$ cat config.mk
export PLATFORM = sky130hd
export DESIGN_NAME = charger_control_pin_logic
export DESIGN_NICKNAME = d
export VERILOG_FILES = /design/src/core/charger_ctrl_pkg.sv /design/src/core/charger_control_pin_logic.sv
export VERILOG_INCLUDE_DIRS = /design/src /design/src/core
export SDC_FILE = /design/constraint.sdc
export NUM_CORES = 1
export LEC_CHECK = 0
export BUFFER_PORTS_ARGS = -buffer_cell sky130_fd_sc_hd__buf_4
export CAP_MARGIN = 20
export CELL_PAD_IN_SITES_DETAIL_PLACEMENT = 1
export CELL_PAD_IN_SITES_GLOBAL_PLACEMENT = 1
export CORE_ASPECT_RATIO = 0.75
export CORE_MARGIN = 5
export CORE_UTILIZATION = 41
export CTS_BUF_LIST = sky130_fd_sc_hd__clkbuf_4 sky130_fd_sc_hd__clkbuf_8
export CTS_CLUSTER_DIAMETER = 150
export DETAILED_ROUTE_END_ITERATION = 16
export PLACE_DENSITY = 0.76
export SLEW_MARGIN = 20
export SYNTH_ARGS = -nofsm -noshare
export SYNTH_HDL_FRONTEND = slang
export SYNTH_SLANG_ARGS = --single-unit
$ cat constraint.sdc
create_clock -name ref_clk -period 2.8 [get_ports ref_clk]
set_clock_uncertainty 0.15 [all_clocks]
set_input_delay 0.28 -clock ref_clk [delete_from_list [all_inputs] [get_ports ref_clk]]
set_output_delay 0.28 -clock ref_clk [all_outputs]
set_load 0.02 [all_outputs]
$ cat src/core/charger_ctrl_defs.svh
`ifndef CHARGER_CTRL_DEFS_SVH
`define CHARGER_CTRL_DEFS_SVH

// Clock rate in kHz and pulse/press times
`define CLK_KHZ 40000
`define ALERT_PULSE_US 256
`define ALERT_PULSE_CYC ((`ALERT_PULSE_US * `CLK_KHZ) / 1000)
`define BLINK_HALF_MS 500
`define BLINK_HALF_CYC ((`BLINK_HALF_MS * `CLK_KHZ))
`define STORAGE_EXIT_PRESS_MS 1000
`define RESET_PRESS_MS 10000
`define SWITCH_OFF_MS 300
`define DEBOUNCE_CYC 16'h0100

// APB register byte offsets
`define REG_CONTROL 12'h000
`define REG_STATUS 12'h004
`define REG_EVENT 12'h008
`define REG_EVENT_CLEAR 12'h00c
`define REG_EVENT_ENABLE 12'h010

// Control register fields
`define CTL_BOOST_ALLOW 0
`define CTL_CHARGE_ALLOW 1
`define CTL_CAP_PIN_USE 2
`define CTL_STORAGE_ENTER 3
`define CTL_FAULT 4
`define CTL_CAP_LSB 8
`define CTL_RESET 32'h0000_0002

// Event bits
`define EV_STATUS_CHANGE 0
`define EV_FAULT 1
`define EV_BUTTON 2
`define EV_WIDTH 3

`endif

$ cat src/core/charger_ctrl_pkg.sv
package charger_ctrl_pkg;

  // Width of current cap code
  typedef logic [7:0] cap_code_t;

  // Battery switch sequencer states
  typedef enum logic [3:0] {
    SW_ON = 4'b0001,
    SW_STORAGE = 4'b0010,
    SW_RESET_OFF = 4'b0100,
    SW_WAIT_RELEASE = 4'b1000
  } switch_state_t;

  // Status bundle that the block reports
  typedef struct packed {
    logic boostActive;
    logic chargeActive;
    logic switchOn;
    logic storage;
    logic thermOk;
  } status_t;

endpackage : charger_ctrl_pkg

$ cat src/core/charger_control_pin_logic.sv
`timescale 1ns/1ps
`default_nettype none
`include "charger_ctrl_defs.svh"

module charger_control_pin_logic #(
  parameter int unsigned STORAGE_EXIT_CYC = `STORAGE_EXIT_PRESS_MS * `CLK_KHZ,
  parameter int unsigned RESET_PRESS_CYC = `RESET_PRESS_MS * `CLK_KHZ,
  parameter int unsigned SWITCH_OFF_CYC = `SWITCH_OFF_MS * `CLK_KHZ,
  parameter int unsigned BLINK_HALF_CYC = `BLINK_HALF_CYC
) (
  input wire logic ref_clk,
  input wire logic resetn,
  input wire logic psel,
  input wire logic penable,
  input wire logic pwrite,
  input wire logic [11:0] paddr,
  input wire logic [31:0] pwdata,
  output logic [31:0] prdata,
  output logic pready,
  output logic pslverr,
  input wire logic boostRequestPin,
  input wire logic chargeEnablePin_n,
  input wire logic inputSupplyPresent,
  input wire logic [7:0] currentCapPin,
  input wire logic thermistorWindowOk,
  input wire logic wakeButton_n,
  output logic alertOut,
  output logic alertOe,
  output logic chargeIndOut,
  output logic chargeIndOe,
  output logic boostEnable,
  output logic chargeEnable,
  output logic [7:0] effectiveCurrentCap,
  output logic batterySwitchOn,
  output logic irq
);

  // Register and control state
  logic [31:0] control_q, control_d;
  logic [`EV_WIDTH-1:0] event_q, event_d;
  logic [`EV_WIDTH-1:0] eventEn_q, eventEn_d;
  logic [31:0] prdata_q, prdata_d;
  logic pready_q, pready_d;
  logic pslverr_q, pslverr_d;
  logic irq_q, irq_d;

  // Output and datapath state
  logic boost_q, boost_d;
  logic charge_q, charge_d;
  charger_ctrl_pkg::cap_code_t cap_q, cap_d;
  charger_ctrl_pkg::status_t status_q, status_d;
  logic [31:0] alertCnt_q, alertCnt_d;
  logic alertLow_q, alertLow_d;
  logic [31:0] blinkCnt_q, blinkCnt_d;
  logic blink_q, blink_d;
  logic indLow_q, indLow_d;

  // Button and switch state
  logic [1:0] btnSync_q, btnSync_d;
  logic btnDeb_q, btnDeb_d;
  logic [15:0] debCnt_q, debCnt_d;
  logic [31:0] pressCnt_q, pressCnt_d;
  logic [31:0] offCnt_q, offCnt_d;
  charger_ctrl_pkg::switch_state_t sw_q, sw_d;
  logic swOn_q, swOn_d;

  // Combinational strobes and decoded fields
  logic apbAccess;
  logic apbWrite;
  logic faultNow;
  logic eventStatus;
  logic eventFault;
  logic eventButton;
  logic [`EV_WIDTH-1:0] eventSet;
  logic [7:0] regCap;
  // Fault history for edge reporting and the event clear strobe
  logic faultSeen_q, faultSeen_d;
  logic eventClear;

  assign apbAccess = psel && penable && !pready_q;
  assign apbWrite = apbAccess && pwrite;
  assign regCap = control_q[`CTL_CAP_LSB +: 8];
  assign faultNow = control_q[`CTL_FAULT] || !thermistorWindowOk;

  // Single-cycle APB answer; unmapped offsets return slave error
  // Writes land at the access edge; the registered pready gives one wait state
  always_comb begin
    control_d = control_q;
    eventEn_d = eventEn_q;
    prdata_d = prdata_q;
    pready_d = 1'b0;
    pslverr_d = 1'b0;
    if (apbAccess) begin
      pready_d = 1'b1;
      prdata_d = 32'h0000_0000;
      case (paddr)
        `REG_CONTROL: begin
          prdata_d = control_q;
          if (pwrite) begin
            control_d = pwdata;
          end
        end
        `REG_STATUS: prdata_d = {27'h000_0000, status_q};
        `REG_EVENT: prdata_d = {29'h0000_0000, event_q};
        `REG_EVENT_CLEAR: prdata_d = 32'h0000_0000;
        `REG_EVENT_ENABLE: begin
          prdata_d = {29'h0000_0000, eventEn_q};
          if (pwrite) begin
            eventEn_d = pwdata[`EV_WIDTH-1:0];
          end
        end
        default: pslverr_d = 1'b1;
      endcase
    end
    // Storage request is a one-shot command bit
    if (control_q[`CTL_STORAGE_ENTER]) begin
      control_d[`CTL_STORAGE_ENTER] = 1'b0;
    end
  end

  // Raw event strobes; a fault is reported once, when it first appears
  always_comb begin
    eventStatus = (status_q != status_d);
    eventFault = faultNow && !faultSeen_q;
    eventButton = (sw_q != sw_d);
    eventSet = {eventButton, eventFault, eventStatus};
    faultSeen_d = faultNow;
    irq_d = |(event_d & eventEn_q);
  end

  // Write-one clear strobe for the sticky event bits
  assign eventClear = apbWrite && (paddr == `REG_EVENT_CLEAR);

  // Sticky event bits, one slice per event; the set wins over a clear
  // in the same cycle so that an event is never lost to a racing clear
  for (genvar b = 0; b < `EV_WIDTH; b++) begin : gen_event
    assign event_d[b] = eventSet[b] || (event_q[b] && !(eventClear && pwdata[b]));
  end

  // Gating of boost, charging and current cap
  // All three follow their inputs within one cycle; nothing here is latched
  always_comb begin
    boost_d = control_q[`CTL_BOOST_ALLOW] && boostRequestPin && !inputSupplyPresent;
    charge_d = control_q[`CTL_CHARGE_ALLOW] && !chargeEnablePin_n
               && thermistorWindowOk && swOn_q;
    if (control_q[`CTL_CAP_PIN_USE]) begin
      cap_d = (currentCapPin < regCap) ? currentCapPin : regCap;
    end else begin
      cap_d = regCap;
    end
    status_d.boostActive = boost_d;
    status_d.chargeActive = charge_d;
    status_d.switchOn = swOn_q;
    status_d.storage = (sw_q == charger_ctrl_pkg::SW_STORAGE);
    status_d.thermOk = thermistorWindowOk;
  end

  // Alert pulse, retriggered by any status change or new fault
  // A new event restarts the full pulse, so the host never sees a short one
  always_comb begin
    alertCnt_d = alertCnt_q;
    alertLow_d = alertLow_q;
    if (eventStatus || eventFault) begin
      alertCnt_d = 32'(`ALERT_PULSE_CYC - 1);
      alertLow_d = 1'b1;
    end else if (alertCnt_q != 32'h0) begin
      alertCnt_d = alertCnt_q - 32'h1;
    end else begin
      alertLow_d = 1'b0;
    end
  end

  // Charge indicator with 1 Hz blink on fault
  // The counter idles at zero, so the first blink phase after a fault is full length
  always_comb begin
    blinkCnt_d = blinkCnt_q;
    blink_d = blink_q;
    if (!faultNow) begin
      blinkCnt_d = 32'h0;
      blink_d = 1'b0;
    end else if (blinkCnt_q >= BLINK_HALF_CYC - 1) begin
      blinkCnt_d = 32'h0;
      blink_d = !blink_q;
    end else begin
      blinkCnt_d = blinkCnt_q + 32'h1;
    end
    indLow_d = faultNow ? blink_d : charge_d;
  end

  // Button synchroniser and debounce; the first stage feeds only the second
  // Any bounce back to the settled level restarts the count
  always_comb begin
    btnSync_d = {btnSync_q[0], wakeButton_n};
    btnDeb_d = btnDeb_q;
    debCnt_d = 16'h0000;
    if (btnSync_q[1] != btnDeb_q) begin
      debCnt_d = debCnt_q + 16'h0001;
      if (debCnt_q >= `DEBOUNCE_CYC - 16'h0001) begin
        btnDeb_d = btnSync_q[1];
        debCnt_d = 16'h0000;
      end
    end
  end

  // Battery switch sequencer: storage exit and full power reset
  // Press time counts only once the debounced level is low
  always_comb begin
    sw_d = sw_q;
    swOn_d = swOn_q;
    offCnt_d = offCnt_q;
    pressCnt_d = btnDeb_q ? 32'h0 : pressCnt_q + 32'h1;
    case (sw_q)
      charger_ctrl_pkg::SW_ON: begin
        if (control_q[`CTL_STORAGE_ENTER]) begin
          sw_d = charger_ctrl_pkg::SW_STORAGE;
          swOn_d = 1'b0;
        end else if (!inputSupplyPresent && pressCnt_q >= RESET_PRESS_CYC) begin
          sw_d = charger_ctrl_pkg::SW_RESET_OFF;
          swOn_d = 1'b0;
          offCnt_d = 32'h0;
        end
      end
      charger_ctrl_pkg::SW_STORAGE: begin
        if (pressCnt_q >= STORAGE_EXIT_CYC) begin
          sw_d = charger_ctrl_pkg::SW_WAIT_RELEASE;
          swOn_d = 1'b1;
        end
      end
      charger_ctrl_pkg::SW_RESET_OFF: begin
        offCnt_d = offCnt_q + 32'h1;
        if (offCnt_q >= SWITCH_OFF_CYC - 1) begin
          sw_d = charger_ctrl_pkg::SW_WAIT_RELEASE;
          swOn_d = 1'b1;
        end
      end
      charger_ctrl_pkg::SW_WAIT_RELEASE: begin
        // A held button must not retrigger a second reset
        if (btnDeb_q) begin
          sw_d = charger_ctrl_pkg::SW_ON;
        end
      end
      default: begin
        sw_d = charger_ctrl_pkg::SW_ON;
        swOn_d = 1'b1;
      end
    endcase
  end

  // Register file, events and APB answer
  always_ff @(posedge ref_clk) begin
    if (!resetn) begin
      control_q <= `CTL_RESET;
      eventEn_q <= '0;
      event_q <= '0;
      prdata_q <= 32'h0000_0000;
      pready_q <= 1'b0;
      pslverr_q <= 1'b0;
      irq_q <= 1'b0;
      faultSeen_q <= 1'b0;
    end else begin
      control_q <= control_d;
      eventEn_q <= eventEn_d;
      event_q <= event_d;
      prdata_q <= prdata_d;
      pready_q <= pready_d;
      pslverr_q <= pslverr_d;
      irq_q <= irq_d;
      faultSeen_q <= faultSeen_d;
    end
  end

  // Gated controls, alert timer and indicator
  always_ff @(posedge ref_clk) begin
    if (!resetn) begin
      boost_q <= 1'b0;
      charge_q <= 1'b0;
      cap_q <= 8'h00;
      status_q <= '0;
      alertCnt_q <= 32'h0;
      alertLow_q <= 1'b0;
      blinkCnt_q <= 32'h0;
      blink_q <= 1'b0;
      indLow_q <= 1'b0;
    end else begin
      boost_q <= boost_d;
      charge_q <= charge_d;
      cap_q <= cap_d;
      status_q <= status_d;
      alertCnt_q <= alertCnt_d;
      alertLow_q <= alertLow_d;
      blinkCnt_q <= blinkCnt_d;
      blink_q <= blink_d;
      indLow_q <= indLow_d;
    end
  end

  // Button and battery switch; synchroniser and debounce reset to the
  // released level so that leaving reset never looks like a press
  always_ff @(posedge ref_clk) begin
    if (!resetn) begin
      btnSync_q <= 2'b11;
      btnDeb_q <= 1'b1;
      debCnt_q <= 16'h0000;
      pressCnt_q <= 32'h0;
      offCnt_q <= 32'h0;
      sw_q <= charger_ctrl_pkg::SW_ON;
      swOn_q <= 1'b1;
    end else begin
      btnSync_q <= btnSync_d;
      btnDeb_q <= btnDeb_d;
      debCnt_q <= debCnt_d;
      pressCnt_q <= pressCnt_d;
      offCnt_q <= offCnt_d;
      sw_q <= sw_d;
      swOn_q <= swOn_d;
    end
  end

  // Open-drain pins never drive high: output data is tied low
  assign alertOut = 1'b0;
  assign alertOe = alertLow_q;
  assign chargeIndOut = 1'b0;
  assign chargeIndOe = indLow_q;

  // APB answer straight from its registers
  assign prdata = prdata_q;
  assign pready = pready_q;
  assign pslverr = pslverr_q;

  // Controls and switch state, each from its own flip-flop
  assign irq = irq_q;
  assign boostEnable = boost_q;
  assign chargeEnable = charge_q;
  assign effectiveCurrentCap = cap_q;
  assign batterySwitchOn = swOn_q;

endmodule : charger_control_pin_logic
`default_nettype wire

==> metrics.md <==
| Metric | Value |
|---|---|
| Result of the run | `finished, final reports clean` |
| Global-route wire length before repair | `47,860 µm` |
| Total standard cell area after synthesis | `10,060 µm²` |
| Kind of start point of the critical path | `input pin` |
| Final routed DRC violation total | `0` |
| Clock transition at path regs | `roughly 0.060 ns` |
| CTS tree | `yes` |
| Minimum clock period | `2.674 ns` |
| CP top delay family | `buffers and inverters` |
| Synthesized instance count | `1,170` |
| Placeable core region | `24,090 µm²` |
| Critical path type | `input pin to flip-flop` |
| Max Fanout on Critical Path | `32` |
| Relative contribution of the clock network to total power | `around 46%` |
| Starting density of the core | `41.75%` |
| Static leakage power | `4.686 nW` |
| Count of routing violations after the opening detailed-route iteration | `330` |
| Overflow left after global routing | `0` |
| Layout cells sized above 1 | `16.05%` |
| Post-layout worst setup margin | `0.1259 ns` |
| Buffers inserted during post-CTS setup optimization | `0` |
| Antenna-violating nets left | `0` |
| Die height | `145.7 µm` |
| Buffers and inverters on the worst path | `4` |
| Number of gates on the worst path with buffers counted | `10` |
| Setup crit end kind | `flip-flop` |
| Global-route total usage across every layer | `20.38%` |
| I/O pins | `between 100 and 150` |
| # nets final | `1,439` |
| Reported net switching power | `1.585 mW` |
| Layout Utilization | `52.99%` |
| Clock insertion delay at the later pin of the skew report | `roughly 0.52 ns` |
| Reg power frac | `49.7%` |
| Max transition margin | `57.00%` |
| Internal power contribution | `between 5 and 6 mW` |
| Final hold violation count | `0` |
| Hold Path Cell Cnt | `4` |
| Horiz. Die Dim | `190.9 µm` |
| Maximum clock frequency | `around 370 MHz` |
| Required time of the worst setup path | `3.06 ns` |
| Worst-case hold slack | `0.07021 ns` |
| Total via count after detailed routing | `roughly 9,000` |
| Post-synthesis sequential area ratio | `48.16%` |
| Count of antenna diodes in the layout | `0` |
| Num CTS Buffers | `41` |
| Number of different library cells in the post-synthesis netlist | `slightly below 60` |
| Data arrival time of the critical path | `2.94 ns` |
| Total of fill cells in the finished design | `2,859` |
| Share of synthesized registers carrying an async set or reset | `0%` |
| Cell Rows | `49` |
| Clk Tree Root Cell | `sky130_fd_sc_hd__clkbuf_8` |
| Yosys synthesis warning count | `0` |
| Seq cells post-synth | `about 240` |
| Vias per cell | `between 5 and 6` |
| Worst reg-to-reg path cell count | `8` |
| WL final | `28,960 µm` |
| Number of buffers added on ports | `109` |
| First-pass iteration count of the detailed router | `4` |
| Number of enable flip-flop cells after synthesis | `0` |
| Transition time at the pin with the least slew margin | `0.6288 ns` |
| Overall power after layout | `7.056 mW` |
| Setup slack at placement | `0.006716 ns` |
| Switching share of power | `22.47%` |
| Maximum number of pins on one net before global-route repair | `95` |
| DP HPWL | `18,700 µm` |
| Total die area | `27,800 µm²` |
| Pins over their slew limit | `0` |
| Via count of the first global-routing pass | `approximately 9,500` |
| Fin crit share | `between 90% and 100%` |
| Area Overhead vs Synth | `26.93%` |
| Sink count of the clock tree | `242` |
| Most used DFF post-synth | `sky130_fd_sc_hd__dfxtp_1` |
| Worst vdd rail ir drop | `0.0003194 V` |
| Share of power burned in combinational logic | `4.4%` |
| Routability congestion estimate from global placement | `0.7843` |
| Total power per unit cell area | `552.6 nW/µm²` |
| Final setup violating endpoints | `0` |
| DR WL/cell | `16.84 µm` |
| Mean area per synthesized cell | `between 8 and 9 µm²` |
| Number of antenna violations at the first check in global routing | `0` |
| Worst path max stage delay | `0.56 ns` |
| Worst hold-check path type | `input pin to flip-flop` |
| Longest Clk Path Bufs | `3` |
| Max-cap violations | `0` |
| Cell with the largest stage delay on the worst path | `sky130_fd_sc_hd__dlygate4sd3_1` |
| Cells traversed along the worst timing path | `dlygate4sd3_1 -> buf_4 -> nor4_1 -> nand3_1 -> nor4_4 -> nand2_1 -> buf_4 -> nand2_1 -> nand3_1 -> dlygate4sd3_1` |
| Total number of H-tree levels | `2` |
synthesized netlist by cell type, types with 13 or more instances:
| master | count | area [µm²] |
|---|---|---|
| sky130_fd_sc_hd__a21oi_1 | 69 | 345.3 |
| sky130_fd_sc_hd__a22oi_1 | 29 | 217.7 |
| sky130_fd_sc_hd__and3_1 | 15 | 93.84 |
| sky130_fd_sc_hd__clkbuf_1 | 50 | 187.7 |
| sky130_fd_sc_hd__dfxtp_1 | 242 | 4845 |
| sky130_fd_sc_hd__ha_1 | 13 | 162.7 |
| sky130_fd_sc_hd__inv_1 | 32 | 120.1 |
| sky130_fd_sc_hd__nand2_1 | 125 | 469.2 |
| sky130_fd_sc_hd__nand3_1 | 31 | 155.2 |
| sky130_fd_sc_hd__nand4_1 | 17 | 106.4 |
| sky130_fd_sc_hd__nor2_1 | 195 | 732.0 |
| sky130_fd_sc_hd__nor3_1 | 37 | 185.2 |
| sky130_fd_sc_hd__nor4_1 | 23 | 143.9 |
| sky130_fd_sc_hd__o21ai_0 | 28 | 140.1 |
| sky130_fd_sc_hd__or3_1 | 20 | 125.1 |
| sky130_fd_sc_hd__xnor2_1 | 73 | 639.4 |
| sky130_fd_sc_hd__xor2_1 | 38 | 332.8 |
cell usage in the layout, fill, tap and decap left out, types with 17 or more instances in the layout:
cell,n
sky130_fd_sc_hd__conb_1,17
sky130_fd_sc_hd__o21ai_0,28
sky130_fd_sc_hd__nor4_1,22
sky130_fd_sc_hd__a22oi_1,29
sky130_fd_sc_hd__a21oi_1,69
sky130_fd_sc_hd__inv_1,31
sky130_fd_sc_hd__xnor2_1,73
sky130_fd_sc_hd__nor2_1,195
sky130_fd_sc_hd__nor3_1,37
sky130_fd_sc_hd__buf_4,137
sky130_fd_sc_hd__nand2_1,125
sky130_fd_sc_hd__nand4_1,17
sky130_fd_sc_hd__dlygate4sd3_1,53
sky130_fd_sc_hd__clkbuf_8,50
sky130_fd_sc_hd__dfxtp_1,241
sky130_fd_sc_hd__xor2_1,38
sky130_fd_sc_hd__or3_1,19
sky130_fd_sc_hd__nand3_1,31
cell type report:
| type | instances | area (µm²) | area share [%] |
|---|---|---|---|
| Sequential cell | 242 | 4846 | 37.95 |
| Clock inverter | 8 | 67.56 | 0.5292 |
| Multi-Input combinational cell | 855 | 4959 | 38.83 |
| Tap cell | 331 | 414.1 | 3.244 |
| Timing Repair Buffer | 192 | 1599 | 12.52 |
| Clock buffer | 60 | 763.2 | 5.977 |
| Inverter | 32 | 120.1 | 0.9407 |
flip-flops by register name (all words and copies together), names as in the netlist, 2 cells and up:
signal and cells:
sw_q 4, control_q 32, debCnt_q 16, offCnt_q 32, prdata 32, alertCnt_q 32, pressCnt_q 32, event_q 3
status_q 5, blinkCnt_q 32, eventEn_q 3, btnSync_q 2, effectiveCurrentCap 8
tightest hold or removal path, cell delays in order:
cell                      delay (ns)
sky130_fd_sc_hd__buf_4          0.16
sky130_fd_sc_hd__o21ai_0        0.09
sky130_fd_sc_hd__nand3_1        0.09
sky130_fd_sc_hd__a21oi_1        0.06
cell families after synthesis:
group / synth area share (%)
xor+xnor: 9.664
fa+ha+maj: 1.617
other cells: 0.03728
buf+inv: 3.433
mux: 1.642
flops: 48.16
simple gates: 24.83
compound gates: 10.62
power groups by stage:
stage / Combinational, mW / Clock, mW / Sequential, mW
final: 0.314 / 3.24 / 3.51
after global routing: 0.337 / 3.51 / 3.51
after CTS: 0.307 / 3.35 / 3.51
after detailed placement: 0.248 / 0 / 3.58
after global placement: 0.245 / 0 / 3.58
after floorplan: 0.114 / 0 / 3.58
path summary, 6_finish.rpt:
| check | startpoint | slack (ns) | endpoint |
|---|---|---|---|
| max | paddr[1] | 0.13 | control_q[1]$_SDFFE_PN1P_ |
| min reg2reg | btnSync_q[0]$_SDFF_PN1_ | 0.26 | btnSync_q[1]$_SDFF_PN1_ |
| min | paddr[2] | 0.07 | prdata[4]$_SDFFE_PN0P_ |
| max reg2reg | offCnt_q[0]$_SDFFE_PN0P_ | 0.16 | irq$_SDFF_PN0_ |
through the flow:
stage	cell area [µm²]	TNS, ns	instances
after floorplan	10120	0	1186
after global placement	11380	0	1599
after detailed placement	11380	0	1599
after CTS	12750	0	1720
after global routing	12770	-0.02732	1720
final	12770	0	1720
repair_timing:
item | CTS | global route
endpoints found under the setup margin | 1 | 7
resized for setup | 1 | 5
pin swaps | 0 | 2
endpoints found under the hold margin | 59 | 0
hold buffers | 53 | 0
routing by layer:
metal	vias to the layer above	share of wire [%]	track usage (%)
li1	4374	-	-
met1	4345	45	26.15
met2	192	47	34.94
met3	48	5.4	4.221
met4	0	2.2	5.528
met5	-	0	0
No activity file was read; power rests on OpenSTA's default activity.
